### src/cap_timer_cfg.svh
// register offsets, field positions, reset values and divider counts
`ifndef CAP_TIMER_CFG_SVH
`define CAP_TIMER_CFG_SVH
`define OFF_MODE 4'h0
`define OFF_COUNT 4'h4
`define OFF_RISE 4'h8
`define OFF_FALL 4'hC
`define ADDR_MODE 12'h000
`define ADDR_COUNT 12'h004
`define ADDR_RISE 12'h008
`define ADDR_FALL 12'h00C
`define ADDR_CTRL 12'h010
`define ADDR_IRQ 12'h014
`define ADDR_PWR 12'h018
`define MODE_RESET 8'h00
`define MODE_OVH_BIT 7
`define MODE_OVL_BIT 6
`define MODE_OVERFLOW_IRQ_ENABLE_BIT 5
`define MODE_EDGE_BIT 4
`define CTRL_RESET 8'h01
`define CTRL_STBY_BIT 0
`define CTRL_FILT_BIT 1
`define CTRL_PIN_BIT 2
`define IRQ_FLAG_BIT 0
`define IRQ_EN_BIT 1
`define FILTER_STAGES 5
`define DIV_WIDTH 6
`define WDIV_WIDTH 2
`endif

### src/cap_timer_pkg.sv
// types shared by the capture interval timer
package cap_timer_pkg;
  typedef enum logic [1:0] {
    CLK_DIV64 = 2'b00,
    CLK_DIV32 = 2'b01,
    CLK_DIV2 = 2'b10,
    CLK_WATCH4 = 2'b11
  } clk_sel_t;
  typedef enum logic [1:0] {
    CLR_NONE = 2'b00,
    CLR_FALL = 2'b01,
    CLR_RISE = 2'b10,
    CLR_BOTH = 2'b11
  } clr_sel_t;
  typedef enum logic [2:0] {
    PM_ACTIVE = 3'b000,
    PM_SLEEP = 3'b001,
    PM_WATCH = 3'b010,
    PM_SUBACTIVE = 3'b011,
    PM_SUBSLEEP = 3'b100,
    PM_STANDBY = 3'b101
  } power_mode_t;
  typedef struct packed {
    logic overflow_high_flag;
    logic overflow_low_flag;
    logic overflow_irq_enable;
    logic irq_edge_select;
    clr_sel_t counter_clear;
    clk_sel_t clock_select;
  } timer_mode_t;
  typedef struct packed {
    logic [11:0] addr;
    logic [31:0] data;
    logic [3:0] strb;
  } wr_req_t;
endpackage : cap_timer_pkg

### src/cap_timer.sv
// capture / interval timer with noise filter and axi4-lite registers
// Operation
// - standby control bit 0 halts timer, 1 runs it; resets to 1
// - filter: five series latches, output updates only when all agree
// - filter off samples on system clock, on samples on counter clock
// - after reset filter output settles once five low samples seen
// - filtered edge reaches capture logic five sampling clocks late
// - toggling filter or pin function may make a spurious edge
// - pin function bit 1 gives capture timer, 0 interval timer
// - reset clears mode register, counter and both capture registers
// - 8-bit up-counter, counting system clock over 64 after reset
// - clock select picks sys/64, sys/32, sys/2 or watch/4
// - select codes 00 /64, 01 /32, 10 /2, 11 watch/4
// - rising edge captures into rise register, falling into fall
// - selected capture edge sets irq flag; cpu signalled if enabled
// - edge select 0 rising, 1 falling; resets to 0
// - counter cleared on rising, falling or both capture edges
// - clear codes 00 none, 01 falling, 10 rising, 11 both
// - capture mode overflow sets high or low flag by input level
// - interval mode wraps FF to 00 and sets low overflow flag
// - overflow with overflow enable sets irq flag; cpu if enabled
// - overflow flags hardware set; software clears by reading 1 then writing 0
// - watch/4 tap is synchronised to system clock in active/sleep
// - watch mode: run only with watch/4 selected, else halt
// - subactive/subsleep: run only with watch/4 and subclock watch/2
//
// The register addresses and the AXI4-Lite slave port are this design's own decisions.
`include "cap_timer_cfg.svh"
`timescale 1ns/1ns
`default_nettype none
module cap_timer (
  input wire logic aclk,
  input wire logic aresetn,
  input wire logic [11:0] s_axi_awaddr,
  input wire logic s_axi_awvalid,
  output logic s_axi_awready,
  input wire logic [31:0] s_axi_wdata,
  input wire logic [3:0] s_axi_wstrb,
  input wire logic s_axi_wvalid,
  output logic s_axi_wready,
  output logic [1:0] s_axi_bresp,
  output logic s_axi_bvalid,
  input wire logic s_axi_bready,
  input wire logic [11:0] s_axi_araddr,
  input wire logic s_axi_arvalid,
  output logic s_axi_arready,
  output logic [31:0] s_axi_rdata,
  output logic [1:0] s_axi_rresp,
  output logic s_axi_rvalid,
  input wire logic s_axi_rready,
  input wire logic capture_pin,
  input wire logic watch_clk,
  input wire cap_timer_pkg::power_mode_t power_mode,
  input wire logic sub_is_watch_div2,
  output logic timer_irq
);
  import cap_timer_pkg::*;

  // bus-side and timer state
  logic aw_held_r, w_held_r;
  wr_req_t wr_r;
  timer_mode_t timer_mode_reg_r;
  logic [7:0] timer_counter_r, rise_capture_reg_r, fall_capture_reg_r;
  logic timer_standby_ctl_r, filter_enable_r, capture_pin_function_r;
  logic timer_irq_flag_r, timer_irq_enable_r;
  logic ovh_seen_r, ovl_seen_r;
  logic [`DIV_WIDTH-1:0] div_r;
  logic [`WDIV_WIDTH-1:0] wdiv_r;
  logic wclk_s1_r, wclk_s2_r, wclk_s3_r;
  logic tap_prev_r;
  logic [`FILTER_STAGES-1:0] filt_sh_r;
  logic filt_out_r, filt_init_r, cap_prev_r;

  // address match helper, used for reads and writes
  function automatic logic hit(input logic [11:0] a, input logic [11:0] r);
    hit = (a[11:2] == r[11:2]);
  endfunction : hit

  // write strobe assembled from held address and data
  logic wr_go;
  assign wr_go = aw_held_r && w_held_r && !s_axi_bvalid;
  logic wr_lane0;
  assign wr_lane0 = wr_go && wr_r.strb[0];

  // tap selection; watch tap is synchronised to aclk (two flops, then edge)
  logic tap_lvl, tap_fall;
  always_comb
  begin
    case (timer_mode_reg_r.clock_select)
      CLK_DIV64: tap_lvl = div_r[5];
      CLK_DIV32: tap_lvl = div_r[4];
      CLK_DIV2: tap_lvl = div_r[0];
      CLK_WATCH4: tap_lvl = wdiv_r[1];
      default: tap_lvl = div_r[5];
    endcase
  end
  assign tap_fall = tap_prev_r && !tap_lvl;

  // power-mode gating of the whole timer
  logic run_en;
  logic watch_sel;
  assign watch_sel = (timer_mode_reg_r.clock_select == CLK_WATCH4);
  always_comb
  begin
    case (power_mode)
      PM_ACTIVE, PM_SLEEP: run_en = 1'b1;
      PM_WATCH: run_en = watch_sel;
      PM_SUBACTIVE, PM_SUBSLEEP:
        run_en = watch_sel && sub_is_watch_div2;
      PM_STANDBY: run_en = 1'b0;
      default: run_en = 1'b0;
    endcase
    if (!timer_standby_ctl_r)
      run_en = 1'b0;
  end

  // mode register writable only where the cpu is running
  logic mode_wr_ok;
  assign mode_wr_ok = timer_standby_ctl_r && (power_mode == PM_ACTIVE ||
                      power_mode == PM_SUBACTIVE);

  // count enable: one pulse per falling edge of the chosen tap
  logic cnt_tick, sample_tick;
  assign cnt_tick = run_en && tap_fall;
  // filter samples on rising edge of tap, or every aclk when bypassed
  assign sample_tick = run_en && (filter_enable_r ? (!tap_prev_r && tap_lvl)
                       : 1'b1);

  // pin forced low when not configured as capture input
  logic pin_in;
  assign pin_in = capture_pin_function_r && capture_pin;
  // agreement judged on the word after this sample, so no sixth-sample lag
  logic [`FILTER_STAGES-1:0] filt_nxt;
  assign filt_nxt = {filt_sh_r[`FILTER_STAGES-2:0], pin_in};

  // filtered or direct capture level
  logic cap_lvl;
  assign cap_lvl = filter_enable_r ? filt_out_r : pin_in;

  // edge detect; a function bit toggle may show up as an edge here
  logic rise_ev, fall_ev;
  assign rise_ev = run_en && cap_lvl && !cap_prev_r;
  assign fall_ev = run_en && !cap_lvl && cap_prev_r;

  logic clr_ev;
  always_comb
  begin
    case (timer_mode_reg_r.counter_clear)
      CLR_NONE: clr_ev = 1'b0;
      CLR_FALL: clr_ev = fall_ev;
      CLR_RISE: clr_ev = rise_ev;
      CLR_BOTH: clr_ev = rise_ev || fall_ev;
      default: clr_ev = 1'b0;
    endcase
  end

  logic ovf_ev;
  assign ovf_ev = cnt_tick && !clr_ev && (timer_counter_r == 8'hFF);
  logic set_ovh, set_ovl;
  assign set_ovh = ovf_ev && capture_pin_function_r && cap_lvl;
  assign set_ovl = ovf_ev && !(capture_pin_function_r && cap_lvl);

  logic edge_irq;
  assign edge_irq = timer_mode_reg_r.irq_edge_select ? fall_ev : rise_ev;

  // system clock divider; free running
  always_ff @(posedge aclk)
  begin
    if (!aresetn)
      div_r <= '0;
    else
      div_r <= div_r + 1'b1;
  end

  // watch clock synchroniser and divide-by-4 on its rising edges
  always_ff @(posedge aclk)
  begin
    if (!aresetn)
    begin
      wclk_s1_r <= 1'b0;
      wclk_s2_r <= 1'b0;
      wclk_s3_r <= 1'b0;
      wdiv_r <= '0;
    end
    else
    begin
      wclk_s1_r <= watch_clk;
      wclk_s2_r <= wclk_s1_r;
      wclk_s3_r <= wclk_s2_r;
      if (wclk_s2_r && !wclk_s3_r)
        wdiv_r <= wdiv_r + 1'b1; // up to one aclk of jitter
    end
  end

  // previous tap level for edge finding
  always_ff @(posedge aclk)
  begin
    if (!aresetn)
      tap_prev_r <= 1'b0;
    else
      tap_prev_r <= tap_lvl;
  end

  // noise filter; output undefined-free: held low until five low samples
  always_ff @(posedge aclk)
  begin
    if (!aresetn)
    begin
      filt_sh_r <= '1;
      filt_out_r <= 1'b0;
      filt_init_r <= 1'b0;
    end
    else if (sample_tick && filter_enable_r)
    begin
      filt_sh_r <= filt_nxt;
      if (&filt_nxt)
      begin
        if (filt_init_r)
          filt_out_r <= 1'b1; // short highs never fill
      end
      else if (~|filt_nxt)
      begin
        filt_out_r <= 1'b0;
        filt_init_r <= 1'b1;
      end
    end
  end
  // five-deep agreement gives the five-sample delay

  // capture level history
  always_ff @(posedge aclk)
  begin
    if (!aresetn)
      cap_prev_r <= 1'b0;
    else if (run_en)
      cap_prev_r <= cap_lvl;
  end

  // counter; clear wins over increment
  always_ff @(posedge aclk)
  begin
    if (!aresetn)
      timer_counter_r <= 8'h00;
    else if (run_en && capture_pin_function_r && clr_ev)
      timer_counter_r <= 8'h00;
    else if (cnt_tick)
      timer_counter_r <= timer_counter_r + 8'h01;
  end

  // capture registers
  always_ff @(posedge aclk)
  begin
    if (!aresetn)
    begin
      rise_capture_reg_r <= 8'h00;
      fall_capture_reg_r <= 8'h00;
    end
    else if (capture_pin_function_r)
    begin
      if (rise_ev)
        rise_capture_reg_r <= timer_counter_r;
      if (fall_ev)
        fall_capture_reg_r <= timer_counter_r;
    end
  end

  // mode register with hardware-set flags; set wins over clear
  always_ff @(posedge aclk)
  begin
    if (!aresetn)
    begin
      timer_mode_reg_r <= `MODE_RESET;
    end
    else
    begin
      if (wr_lane0 && hit(wr_r.addr, `ADDR_MODE) && mode_wr_ok)
      begin
        timer_mode_reg_r.overflow_irq_enable <= wr_r.data[`MODE_OVERFLOW_IRQ_ENABLE_BIT];
        timer_mode_reg_r.irq_edge_select <= wr_r.data[`MODE_EDGE_BIT];
        timer_mode_reg_r.counter_clear <= clr_sel_t'(wr_r.data[3:2]);
        timer_mode_reg_r.clock_select <= clk_sel_t'(wr_r.data[1:0]);
        // only a 0 after reading 1 clears
        if (!wr_r.data[`MODE_OVH_BIT] && ovh_seen_r)
          timer_mode_reg_r.overflow_high_flag <= 1'b0;
        if (!wr_r.data[`MODE_OVL_BIT] && ovl_seen_r)
          timer_mode_reg_r.overflow_low_flag <= 1'b0;
      end
      if (set_ovh)
        timer_mode_reg_r.overflow_high_flag <= 1'b1;
      if (set_ovl)
        timer_mode_reg_r.overflow_low_flag <= 1'b1;
    end
  end

  // read-as-1 tracking for the overflow flag clear handshake
  always_ff @(posedge aclk)
  begin
    if (!aresetn)
    begin
      ovh_seen_r <= 1'b0;
      ovl_seen_r <= 1'b0;
    end
    else
    begin
      if (s_axi_arvalid && s_axi_arready && hit(s_axi_araddr, `ADDR_MODE))
      begin
        ovh_seen_r <= timer_mode_reg_r.overflow_high_flag;
        ovl_seen_r <= timer_mode_reg_r.overflow_low_flag;
      end
      else if (wr_lane0 && hit(wr_r.addr, `ADDR_MODE))
      begin
        ovh_seen_r <= 1'b0;
        ovl_seen_r <= 1'b0;
      end
    end
  end

  // control bits: standby, filter enable, pin function
  always_ff @(posedge aclk)
  begin
    if (!aresetn)
    begin
      timer_standby_ctl_r <= 1'b1;
      filter_enable_r <= 1'b0;
      capture_pin_function_r <= 1'b0;
    end
    else if (wr_lane0 && hit(wr_r.addr, `ADDR_CTRL))
    begin
      timer_standby_ctl_r <= wr_r.data[`CTRL_STBY_BIT];
      filter_enable_r <= wr_r.data[`CTRL_FILT_BIT];
      capture_pin_function_r <= wr_r.data[`CTRL_PIN_BIT];
    end
  end

  // interrupt request flag and enable; event set beats software clear
  always_ff @(posedge aclk)
  begin
    if (!aresetn)
    begin
      timer_irq_flag_r <= 1'b0;
      timer_irq_enable_r <= 1'b0;
      timer_irq <= 1'b0;
    end
    else
    begin
      if (wr_lane0 && hit(wr_r.addr, `ADDR_IRQ))
      begin
        timer_irq_enable_r <= wr_r.data[`IRQ_EN_BIT];
        if (!wr_r.data[`IRQ_FLAG_BIT])
          timer_irq_flag_r <= 1'b0;
      end
      if (capture_pin_function_r && edge_irq)
        timer_irq_flag_r <= 1'b1;
      if ((set_ovh || set_ovl) && timer_mode_reg_r.overflow_irq_enable)
        timer_irq_flag_r <= 1'b1;
      timer_irq <= timer_irq_flag_r && timer_irq_enable_r;
    end
  end

  // axi write channels: take address and data in either order
  always_ff @(posedge aclk)
  begin
    if (!aresetn)
    begin
      aw_held_r <= 1'b0;
      w_held_r <= 1'b0;
      wr_r <= '0;
      s_axi_awready <= 1'b0;
      s_axi_wready <= 1'b0;
      s_axi_bvalid <= 1'b0;
      s_axi_bresp <= 2'b00;
    end
    else
    begin
      s_axi_awready <= !aw_held_r && !s_axi_awready && !s_axi_bvalid;
      s_axi_wready <= !w_held_r && !s_axi_wready && !s_axi_bvalid;
      if (s_axi_awvalid && s_axi_awready)
      begin
        aw_held_r <= 1'b1;
        wr_r.addr <= s_axi_awaddr;
        s_axi_awready <= 1'b0;
      end
      if (s_axi_wvalid && s_axi_wready)
      begin
        w_held_r <= 1'b1;
        wr_r.data <= s_axi_wdata;
        wr_r.strb <= s_axi_wstrb;
        s_axi_wready <= 1'b0;
      end
      if (wr_go)
      begin
        aw_held_r <= 1'b0;
        w_held_r <= 1'b0;
        s_axi_bvalid <= 1'b1;
        s_axi_bresp <= (hit(wr_r.addr, `ADDR_MODE) ||
                        hit(wr_r.addr, `ADDR_CTRL) ||
                        hit(wr_r.addr, `ADDR_IRQ)) ? 2'b00 : 2'b10;
      end
      else if (s_axi_bvalid && s_axi_bready)
        s_axi_bvalid <= 1'b0;
    end
  end

  // read data mux
  logic [31:0] rd_val;
  logic rd_ok;
  always_comb
  begin
    rd_val = 32'h0000_0000;
    rd_ok = 1'b1;
    case ({2'b00, s_axi_araddr[11:2]})
      `ADDR_MODE >> 2: rd_val[7:0] = timer_mode_reg_r;
      `ADDR_COUNT >> 2: rd_val[7:0] = timer_counter_r;
      `ADDR_RISE >> 2: rd_val[7:0] = rise_capture_reg_r;
      `ADDR_FALL >> 2: rd_val[7:0] = fall_capture_reg_r;
      `ADDR_CTRL >> 2: rd_val[2:0] = {capture_pin_function_r,
                                        filter_enable_r, timer_standby_ctl_r};
      `ADDR_IRQ >> 2: rd_val[1:0] = {timer_irq_enable_r, timer_irq_flag_r};
      `ADDR_PWR >> 2: rd_val[0] = run_en;
      default: rd_ok = 1'b0;
    endcase
  end

  // axi read channel; one read at a time
  always_ff @(posedge aclk)
  begin
    if (!aresetn)
    begin
      s_axi_arready <= 1'b0;
      s_axi_rvalid <= 1'b0;
      s_axi_rdata <= 32'h0000_0000;
      s_axi_rresp <= 2'b00;
    end
    else
    begin
      s_axi_arready <= !s_axi_arready && !s_axi_rvalid && s_axi_arvalid;
      if (s_axi_arvalid && s_axi_arready)
      begin
        s_axi_rvalid <= 1'b1;
        s_axi_rdata <= rd_val;
        s_axi_rresp <= rd_ok ? 2'b00 : 2'b10;
      end
      else if (s_axi_rvalid && s_axi_rready)
        s_axi_rvalid <= 1'b0;
    end
  end
endmodule : cap_timer
`default_nettype wire

### config.mk
export PLATFORM = sky130hd
export DESIGN_NAME = cap_timer
export DESIGN_NICKNAME = d
export VERILOG_FILES = /design/src/cap_timer_pkg.sv /design/src/cap_timer.sv
export VERILOG_INCLUDE_DIRS = /design/src
export SDC_FILE = /design/constraint.sdc
export NUM_CORES = 1
export LEC_CHECK = 0
export BUFFER_PORTS_ARGS = -buffer_cell sky130_fd_sc_hd__buf_4
export CELL_PAD_IN_SITES_DETAIL_PLACEMENT = 1
export CELL_PAD_IN_SITES_GLOBAL_PLACEMENT = 2
export CORE_ASPECT_RATIO = 0.7
export CORE_MARGIN = 2
export CORE_UTILIZATION = 32
export CTS_BUF_LIST = sky130_fd_sc_hd__clkbuf_2 sky130_fd_sc_hd__clkbuf_4 sky130_fd_sc_hd__clkbuf_8
export CTS_CLUSTER_SIZE = 40
export DETAILED_ROUTE_END_ITERATION = 16
export GPL_ROUTABILITY_DRIVEN = 1
export PLACE_DENSITY_LB_ADDON = 0.12
export SLEW_MARGIN = 20
export SYNTH_ARGS = -nofsm -noshare
export SYNTH_HDL_FRONTEND = slang
export SYNTH_SLANG_ARGS = --single-unit
export TNS_END_PERCENT = 20
### constraint.sdc
create_clock -name aclk -period 2.16 [get_ports aclk]
set_input_delay 0.108 -clock aclk [delete_from_list [all_inputs] [get_ports aclk]]
set_output_delay 0.108 -clock aclk [all_outputs]
set_load 0.01 [all_outputs]
==> metrics.md, run 1 <==
| Metric | Value |
|---|---|
| Ys async rst share | 0 |
| Vias/cell | about 4.8 |
| Clk root buf | clkbuf_8 |
| Clock latency on the worst-skew pair | 0.37 ns |
| Hold WS | 0.01762 ns |
| Clk sink count | 95 |
| NumNets Final | 641 |
| DP Wirelength | ~8700 um |
| I/O Buffers | 57 |
| Die Wd | 144.2 um |
| Final TNS setup | 0 ns |
| DRT Wirelength | around 12000 um |
| Register area share after synthesis | 0.4321 |
| H-tree levels | 3 |
| Row cnt | 35 |
| Vias in the first global route | between 3000 and 4000 |
| Area contributors post-synth | dfxtp_1 43%, mux2i_1 9.1%, nand2_1 5.0%, nor2b_1 4.8%, buf_4 4.4% |
| Residual DRC | 0 |
| MaxCap Viol Count | 0 |
| Crit path from | timer_mode_reg_r[1] |
| CTS Buf Count | 9 |
| Worst hold stages | 3 |
| Fmax achieved | 0.4933 GHz |
| ANT cells | 0 |
| ANT nets after route | 0 |
| Top Ports | about 120 |
| Worst vdd ir | about 220 uV |
| Pwr Total | approximately 3.4 mW |
| Yosys top cell by area | dfxtp_1 |
| Seq cells post-synth | 95 |
| GRT overflow | 0 |
| Share of layout cells above drive strength 1 | 0.1821 |
| Final hold vios | 0 |
| Wirelength per Cell | 15.39 um |
| Total GRT Usage | 0.1717 |
| Final min period | between 2 and 2.5 ns |
| Status | complete, no violations |
| Die H | just over 100 um |
| Reg2reg setup slack | ~0.13 ns |
| Fin cells | ~760 |
| Post-Synth Adder-Cell Area | 0.005685 |
| Mux cell area share after synthesis | 0.09608 |
| Starting density of the core | 0.3306 |
| Netlist cell types | slightly below 60 |
| Pin count of the biggest net entering global routing | 59 |
| YS warnings | 0 |
| Drt pass-1 iters | 4 |
| Area growth syn-to-layout | 23.91% |
| Worst path arrival time | 2.32 ns |
| Placeable Area | around 13000 um^2 |
| Worst Reg-to-Reg Cells | 5 |
| Initial drt markers | 142 |
| Met3 Wirelength | 451 um |
| Critical path peak fanout | 7 |
| Leak pwr | 2.246 nW |
| Worst Hold Path EP | wr_r[4] |
| Die area | about 15000 um^2 |
| Yosys top cell area share | 0.4321 |
| Syn Inst Count | 480 |
| M1 wire length | 6255 um |
| Largest family of logic cells by synthesized area | simple AND/OR/NAND/NOR gates |
| Final Setup Violations | 0 |
| RSZ-0062 raised after global routing | false |
| Initial antenna violation count | 0 |
| Highest routed layer | met4 |
| RD Place Congestion | roughly 0.77 |
| Top_reg_cell synth | dfxtp_1 |
| Crit path launch type | flip-flop |
| Reg2reg start | timer_mode_reg_r[1] |
| Critical path endpoint category | flip-flop |
| Max clock buf depth | 2 |
| DP Cell Count | a little over 700 |
| Routed vias | 3638 |
| Worst hold path type | in2reg |
| Tcrit/Tclk final | 0.9385 |
| Slew @ Worst Pin | approximately 0.88 ns |
| Worst Clk Skew | approximately 0.013 ns |
| Synth Area in Compound Gates | 0.1475 |
| Post-CTS Setup Repair Bufs | 0 |
| Xor/xnor cell area share of the yosys netlist | 0.02189 |
| Met2 WL | around 4800 um |
| CTS tree | built |
| EDFF count, synth | 0 |
| Hold_sp | s_axi_wdata[0] |
| Pre-CTS setup slack | between 0.1 and 0.15 ns |
| Clock-pin transition on the worst setup and hold timing paths | about 0.090 ns |
| Post-Syn Area | 4402 um^2 |
| Final slew viol count | 0 |
| Post-synthesis average cell area | 9.170 um^2 |
| Worst setup margin | roughly 0.13 ns |
| Reg-to-reg critical path endpoint | timer_counter_r[5] |
| Rel. slew slack | 0.4067 |
| CP required | 2.46 ns |
| First-pass GRT wire length | around 20000 um |
| Kind of critical path | reg2reg |
| PwrDens | 627.0 nW/um^2 |
| Post-Synth Simple-Gate Area | 0.2263 |
-- cells in the final DEF (no fill, tap or decap), types with 13 or more instances in the layout --
cell type      count
conb_1            26
mux2i_1           40
nand2_1           59
and2_1            13
dfxtp_1           95
nor2_1            20
buf_4             78
dlygate4sd3_1     20
a21boi_0          19
nor2b_1           34
-- Yosys cell counts, types with 5 or more instances --
master / n
o21a_1: 8
nor3_1: 5
nand3_1: 12
dfxtp_1: 95
nand4_1: 6
a22o_1: 5
o21ai_0: 13
o22ai_1: 6
nor2b_1: 34
and2_1: 13
clkbuf_1: 18
and3_1: 5
nand2_1: 59
a22oi_1: 6
a21boi_0: 19
nor2_1: 20
mux2i_1: 40
xnor2_1: 6
a21oi_1: 6
xor2_1: 5
buf_4: 26
inv_1: 7
-- worst max path at each step --
stage                               to  slack, ns
global route        timer_counter_r[5]       0.03
finish              timer_counter_r[5]       0.13
global placement    timer_counter_r[6]       0.17
detailed placement         filt_init_r       0.12
floorplan           timer_counter_r[5]       0.20
CTS                 timer_counter_r[5]       0.12
-- flip-flops by register name, indices dropped and copies added, names as in the netlist, 2 cells and up --
name	count
wr_r	19
fall_capture_reg_r	8
rise_capture_reg_r	8
s_axi_rdata	8
timer_counter_r	8
timer_mode_reg_r	8
div_r	6
filt_sh_r	4
wdiv_r	2
-- repair_timing --
item,CTS,global route
resized for setup,0,1
endpoints found under the hold margin,20,0
setup endpoints to repair,0,1
hold buffers,20,0
-- layout make-up --
| class | instances | area (um^2) |
|---|---|---|
| inverters | 7 | 26.28 |
| clock buffers | 10 | 131.4 |
| clock inverters | 6 | 83.83 |
| flip-flops and latches | 95 | 1902 |
| fillers | 1594 | 7859 |
| multi-input cells | 355 | 2293 |
| repair buffers | 98 | 785.8 |
| well taps | 185 | 231.5 |
-- through the flow --
step           utilization  cell area (um^2)
2_1_floorplan            -              4496
3_3_place_gp        0.3785              5039
3_5_place_dp        0.3785              5039
4_1_cts             0.4097              5454
5_1_grt             0.4097              5454
6_report            0.4097              5454
-- metal layers --
metal	vias to the layer above	global-route usage
met2	65	0.2575
met4	0	0.03883
met3	8	0.03936
met5	-	0
met1	1765	0.2518
li1	1800	-
-- cell families (layout without fill, tap and decap cells) --
kind of cell	after synthesis	after routing
AO/OA/AOI/OAI	89	89
XOR/XNOR	11	11
adder cells (fa/ha/maj)	2	2
buffers and inverters	55	121
flip-flops	95	95
multiplexers	41	41
other	1	26
AND/OR/NAND/NOR	186	186
-- worst max-delay path, cell delays in order (launching register included) --
cell,delay [ns]
dfxtp_1,0.36
mux4_2,0.56
nand2b_4,0.18
a21o_4,0.21
or4_1,0.51
a21oi_1,0.15
-- power breakdown --
group	total, mW	internal (mW)	switching [mW]
clock	1.30	0.664	0.631
combinational	0.307	0.150	0.156
sequential	1.82	1.79	0.0284
(Power assumes the default switching activity.)
==> inputs of run 2 (changes only) <==
--- a/config.mk
+++ b/config.mk
@@ -6,12 +6,13 @@
 export SDC_FILE = /design/constraint.sdc
 export NUM_CORES = 1
 export LEC_CHECK = 0
+export ABC_AREA = 1
 export BUFFER_PORTS_ARGS = -buffer_cell sky130_fd_sc_hd__buf_4
 export CELL_PAD_IN_SITES_DETAIL_PLACEMENT = 1
 export CELL_PAD_IN_SITES_GLOBAL_PLACEMENT = 2
 export CORE_ASPECT_RATIO = 0.7
 export CORE_MARGIN = 2
-export CORE_UTILIZATION = 32
+export CORE_UTILIZATION = 30
 export CTS_BUF_LIST = sky130_fd_sc_hd__clkbuf_2 sky130_fd_sc_hd__clkbuf_4 sky130_fd_sc_hd__clkbuf_8
 export CTS_CLUSTER_SIZE = 40
 export DETAILED_ROUTE_END_ITERATION = 16
==> run 2 against run 1 <==
Compared with the run above: power rose by 3.0%; final area fell by 3.9%; final cell count rose by 12%; non-clock buffer count fell by 17; synthesized cell count rose by 21%; combinational power rose by 1%; worst setup slack improved by 0.13 ns; worst hold slack improved by 0.0037 ns; flip-flop and latch count did not move; synthesized area fell by 2.6%.
==> metrics.md, run 2 <==
| Metric | Value |
|---|---|
| Status | complete, no violations |
| RD Place Congestion | 0.7495 |
| Crit path launch type | flip-flop |
| Die area | between 15000 and 20000 um^2 |
| RSZ-0062 raised after global routing | false |
| Drt pass-1 iters | 4 |
| Worst path cell trace | inv_1, nand3_1, nand3_2, nor3_4, nand4_2, nor2_2, nand3_1, a21oi_1 |
| Syn Inst Count | roughly 580 |
| Top Ports | 115 |
| Share of layout cells above drive strength 1 | 0.1548 |
| Worst Clk Skew | 0.01332 ns |
| Top cells by count, synth | 95 x dfxtp_1, 89 x nand2_1, 69 x inv_1, 65 x a21oi_1, 62 x nor2_1 |
| Final TNS setup | 0 ns |
| Vias in the first global route | between 3000 and 4000 |
| Yosys top cell area share | 0.4437 |
| Starting density of the core | 0.3080 |
| Post-synthesis average cell area | 7.403 um^2 |
| Final min period | ~1.9 ns |
| Wirelength per Cell | 14.22 um |
| Area contributors post-synth | dfxtp_1 44%, nand2_1 7.8%, a21oi_1 7.6%, o21ai_0 7.0%, inv_1 6.0% |
| Crit path buffers/inverters | 1 |
| Yosys top cell by area | dfxtp_1 |
| Clk root buf | clkbuf_8 |
| Vias/cell | 4.549 |
| Worst path slowest cell | dfxtp_1 |
| Placeable Area | 13920 um^2 |
| Max clock buf depth | 2 |
| Worst vdd ir | between 200 and 300 uV |
| I/O Buffers | between 50 and 60 |
| Worst hold path type | in2reg |
| Seq cells post-synth | between 90 and 100 |
| Register area share after synthesis | 0.4437 |
| Commonest non-fill, non-tap cell in the layout | dfxtp_1 |
| GRT overflow | 0 |
| PwrDens | around 670 nW/um^2 |
| Clk sink count | between 90 and 100 |
| Max reg flops | 19 |
| CP top delay family | simple AND/OR/NAND/NOR gates |
| Leak pwr | 2.267 nW |
| Filler cell count | about 1700 |
| EDFF count, synth | 0 |
| CTS Buf Count | 9 |
| NumNets Final | between 700 and 800 |
| Area growth syn-to-layout | 22.21% |
| Final slew viol count | 0 |
| Tcrit/Tclk final | 0.8778 |
| Routed vias | 3862 |
| Row cnt | 36 |
| Cell mode on critical path | nand3_1 |
| Initial drt markers | about 160 |
| Kind of critical path | reg2reg |
| Register area | between 1500 and 2000 um^2 |
| MaxCap Viol Count | 0 |
| Critical path peak fanout | 7 |
| Ys async rst share | 0 |
| YS warnings | 0 |
| Worst path arrival time | about 2.2 ns |
| Post-Syn Area | 4287 um^2 |
| Critical path endpoint category | flip-flop |
| Post-CTS Setup Repair Bufs | 0 |
| Final hold vios | 0 |
| ANT nets after route | 0 |
| Top_reg_cell synth | dfxtp_1 |
| CTS tree | built |
| Clock latency on the worst-skew pair | 0.38 ns |
| Hold WS | roughly 0.021 ns |
| Netlist cell types | 37 |
| DRT Wirelength | between 10000 and 15000 um |
| First-pass GRT wire length | between 15000 and 20000 um |
| Die H | 104.0 um |
| Residual DRC | 0 |
| Total GRT Usage | 0.1638 |
| Final Setup Violations | 0 |
| Die Wd | around 150 um |
| H-tree levels | 3 |
| Pin count of the biggest net entering global routing | 59 |
| DP Wirelength | around 9000 um |
| Slew @ Worst Pin | roughly 0.78 ns |
| Worst path max stage delay | roughly 0.49 ns |
| Top reg by flops | wr_r |
| Multi-input logic area | 1948 um^2 |
| Most frequent cells in the layout | 95 x dfxtp_1, 89 x nand2_1, 69 x inv_1, 65 x a21oi_1, 64 x buf_4 |
| CP required | 2.47 ns |
| Fmax achieved | 0.5274 GHz |
| Initial antenna violation count | 0 |
| Post-CTS Resized | 0 |
| Clock-pin transition on the worst setup and hold timing paths | roughly 0.090 ns |
| Rel. slew slack | 0.4811 |
| ANT cells | 0 |
| Most frequent cell after synthesis | dfxtp_1 |
## run 2: where the power goes
group / leakage [nW] / internal [mW] / switching [mW] / total (mW)
Sequential: 0.771 / 1.80 / 0.0261 / 1.82
Combinational: 1.38 / 0.132 / 0.179 / 0.311
Clock: 0.120 / 0.733 / 0.656 / 1.39
Total: 2.27 / 2.66 / 0.861 / 3.52
## run 2: final timing paths
path                       start                  end  slack [ns]  depth (start not counted)
max reg2reg  timer_mode_reg_r[0]  timer_mode_reg_r[6]        0.26                          8
min              s_axi_awaddr[3]             wr_r[39]        0.02                          3
min reg2reg            wclk_s1_r            wclk_s2_r        0.42                          2
max          timer_mode_reg_r[0]  timer_mode_reg_r[6]        0.26                          8
## run 2: cells by family (layout without fill, tap and decap cells)
logic type | count (synthesis) | after routing | synth area share
compound gates | 142 | 142 | 0.1716
xor+xnor | 6 | 6 | 0.01226
fa+ha+maj | 2 | 2 | 0.005837
buf+inv | 112 | 167 | 0.1238
flops | 95 | 95 | 0.4437
other cells | 1 | 26 | 0.0008748
simple gates | 221 | 221 | 0.2420
## run 2: final cells by class
cell class,count,area share
clock buffers,12,0.03033
clock inverters,4,0.01481
inverters,70,0.05039
multi-input cells,397,0.3719
flip-flops and latches,95,0.3630
well taps,190,0.04538
repair buffers,81,0.1242
## run 2: routing by layer
layer | routed length, um | up-vias | global-route usage
met1 | 6496 | 1797 | 0.2390
met5 | 0 | - | 0
met4 | 117 | 0 | 0.04161
li1 | - | 1989 | -
met2 | 4897 | 68 | 0.2378
met3 | 557 | 8 | 0.04386
## run 2: stage by stage
step / area (um^2) / util / setup slack [ns] / cells / power [mW]
2_1_floorplan: 4380 / - / 0.6710 / 604 / 2.058
3_3_place_gp: 4832 / 0.3472 / 0.3860 / 816 / 2.146
3_5_place_dp: 4832 / 0.3472 / 0.3116 / 816 / 2.154
4_1_cts: 5239 / 0.3764 / 0.2675 / 849 / 3.582
5_1_grt: 5239 / 0.3764 / 0.1036 / 849 / 3.688
6_report: 5239 / 0.3764 / 0.2639 / 849 / 3.524
## run 2: timing repair
action,in CTS,in global routing
endpoints found under the hold margin,17,0
hold buffers,17,0
setup endpoints to repair,0,0
## run 2: worst reg2reg max path, delay by kind of cell (launching register included)
kind / cells / cell delay, ns
AOI/OAI and AO/OA: 1 / 0.15
buffers and inverters: 1 / 0.12
DFF: 1 / 0.49
and+or+nand+nor: 6 / 1.07
==> inputs of run 3 (changes only) <==
--- a/config.mk
+++ b/config.mk
@@ -12,7 +12,7 @@
 export CELL_PAD_IN_SITES_GLOBAL_PLACEMENT = 2
 export CORE_ASPECT_RATIO = 0.7
 export CORE_MARGIN = 2
-export CORE_UTILIZATION = 30
+export CORE_UTILIZATION = 32
 export CTS_BUF_LIST = sky130_fd_sc_hd__clkbuf_2 sky130_fd_sc_hd__clkbuf_4 sky130_fd_sc_hd__clkbuf_8
 export CTS_CLUSTER_SIZE = 40
 export DETAILED_ROUTE_END_ITERATION = 16
==> constraint.sdc (replaced) <==
create_clock -name aclk -period 2.2 [get_ports aclk]
set_input_delay 0.11 -clock aclk [delete_from_list [all_inputs] [get_ports aclk]]
set_output_delay 0.11 -clock aclk [all_outputs]
set_load 0.01 [all_outputs]
==> run 3 against run 2 <==
Compared with the run above: routed wire length down 1.9%; combinational power down 5%; power down 6.5%; first-iteration DRC count down 13%; largest cell class unchanged; highest routed layer unchanged.
==> metrics.md, run 3 (same netlist as run 2, synthesis figures left out) <==
| Metric | Value |
|---|---|
| CTS tree | built |
| Worst hold path type | in2reg |
| # hold bufs at CTS | 9 |
| Row cnt | 35 |
| Pwr Total | about 3.3 mW |
| Max clock buf depth | 2 |
| Drt pass-1 iters | 4 |
| I/O Buffers | between 50 and 60 |
| Filler cell count | between 1500 and 2000 |
| Wirelength per Cell | about 14 um |
| Fin util | 0.3885 |
| Post-CTS Resized | 0 |
| Placeable Area | between 10000 and 15000 um^2 |
| Fmax achieved | ~0.55 GHz |
| Initial drt markers | about 140 |
| ANT nets after route | 0 |
| Critical path peak fanout | 7 |
| RD Place Congestion | between 0.7 and 0.8 |
| Worst path arrival time | 2.14 ns |
| H-tree levels | 3 |
| Starting density of the core | 0.3263 |
| First-pass GRT wire length | ~20000 um |
| MaxCap Viol Count | 0 |
| Slew @ Worst Pin | between 0.5 and 0.6 ns |
| Critical path endpoint category | flip-flop |
| Most frequent cells in the layout | 95 x dfxtp_1, 89 x nand2_1, 69 x inv_1, 65 x a21oi_1, 65 x buf_4 |
| Switching Share | 0.2567 |
| Post-CTS Setup Repair Bufs | 0 |
| Final TNS setup | 0 ns |
| Int Power | 2.449 mW |
| NumNets Final | 722 |
| Post-layout instance area | slightly above 5000 um^2 |
| Top reg by flops | wr_r |
| Share of layout cells above drive strength 1 | 0.1580 |
| Status | complete, no violations |
| Reg2reg setup slack | approximately 0.37 ns |
| Clk root buf | clkbuf_8 |
| Die Wd | 142.3 um |
| Worst Hold Path EP | wr_r[8] |
| PwrDens | roughly 650 nW/um^2 |
| Final slew viol count | 0 |
| Reg-to-reg critical path endpoint | timer_mode_reg_r[6] |
| Die area | ~14000 um^2 |
| Top Ports | between 100 and 150 |
| Part of the power in the clock network | 0.368 |
| DP Wirelength | around 9000 um |
| Psw | between 0.8 and 0.9 mW |
| CP required | around 2.5 ns |
| Hold WS | 0.008635 ns |
| Final min period | 1.835 ns |
| Max reg flops | 19 |
| Die H | 100.8 um |
| Leak pwr | ~2.2 nW |
| Hold_sp | s_axi_wdata[4] |
| RSZ-0062 raised after global routing | false |
| DRT Wirelength | 11840 um |
| Combinational share of power | 0.089 |
| Crit path launch type | flip-flop |
| Vias in the first global route | about 3900 |
| Worst vdd ir | 259.0 uV |
| Reg2reg start | timer_mode_reg_r[0] |
| Clock latency on the worst-skew pair | about 0.37 ns |
| Worst hold stages | 3 |
| DP Area | 4810 um^2 |
| Kind of critical path | reg2reg |
| GRT overflow | 0 |
| Residual DRC | 0 |
| Routed vias | 3881 |
| Tcrit/Tclk final | 0.8339 |
| Initial antenna violation count | 0 |
| Commonest non-fill, non-tap cell in the layout | dfxtp_1 |
| Rel. slew slack | 0.6023 |
| Final Setup Violations | 0 |
| Total GRT Usage | 0.1745 |
| Worst Reg-to-Reg Cells | 8 |
| Pin count of the biggest net entering global routing | slightly below 60 |
| Final hold vios | 0 |
| Vias/cell | approximately 4.7 |
| Area growth syn-to-layout | 19.06% |
| Clk sink count | between 90 and 100 |
| Worst Clk Skew | 0.009690 ns |
| ANT cells | 0 |
| CTS Buf Count | 9 |
| Reg power frac | 0.543 |
| Clock-pin transition on the worst setup and hold timing paths | 0.10 ns |
## run 3: cell types whose count changed in the layout (fill, tap and decap cells not counted)
cell and change:
dlygate4sd3_1 -8, clkinv_2 +2, inv_6 +2, buf_4 +1, bufinv_16 -1, clkbuf_4 -1, clkbuf_8 -1, clkinv_4 -1
## run 3: area by class of cell
class	instances	area (um^2)	area share
Timing Repair Buffer	74	578.1	0.1133
Tap cell	166	207.7	0.04070
Clock inverter	6	66.31	0.01299
Sequential cell	95	1902	0.3726
Clock buffer	10	137.6	0.02697
Inverter	70	264.0	0.05173
Multi-Input combinational cell	397	1948	0.3817
## run 3: worst max path at each step
stage | start | to | slack [ns] | depth (start not counted)
2_1_floorplan | s_axi_bvalid | timer_mode_reg_r[4] | 0.71 | 7
3_3_place_gp | capture_pin_function_r | timer_counter_r[3] | 0.45 | 7
3_5_place_dp | timer_mode_reg_r[0] | timer_mode_reg_r[6] | 0.37 | 8
4_1_cts | timer_mode_reg_r[0] | timer_mode_reg_r[7] | 0.33 | 8
5_1_grt | timer_mode_reg_r[0] | timer_mode_reg_r[6] | 0.16 | 8
6_report | timer_mode_reg_r[0] | timer_mode_reg_r[6] | 0.37 | 8
## run 3: through the flow
step | std cells | setup WS (ns)
CTS | 818 | 0.3302
floorplan | 604 | 0.7110
finish | 818 | 0.3654
global placement | 793 | 0.4466
detailed placement | 793 | 0.3701
global route | 818 | 0.1626
## run 3: worst max-delay path, stage by stage, from the launching register on
cell     delay, ns
dfxtp_1       0.48
inv_1         0.11
nand3_1       0.10
nand3_2       0.12
nor3_4        0.32
nand4_2       0.16
nor2_2        0.20
nand3_1       0.12
a21oi_1       0.16
## run 3: layer usage
metal,global-route usage,up-vias,part of all wire
met4,0.04417,0,0.0099
met1,0.2518,1817,0.54
li1,-,1977,-
met5,0,-,0
met3,0.03848,11,0.042
met2,0.2650,76,0.40
## run 3: power groups by stage
stage          logic, mW  clock network (mW)  registers [mW]
5_1_grt            0.335                1.33            1.80
6_report           0.294                1.21            1.79
2_1_floorplan      0.192                   0            1.83
3_5_place_dp       0.284                   0            1.83
3_3_place_gp       0.277                   0            1.83
4_1_cts            0.297                1.25            1.79
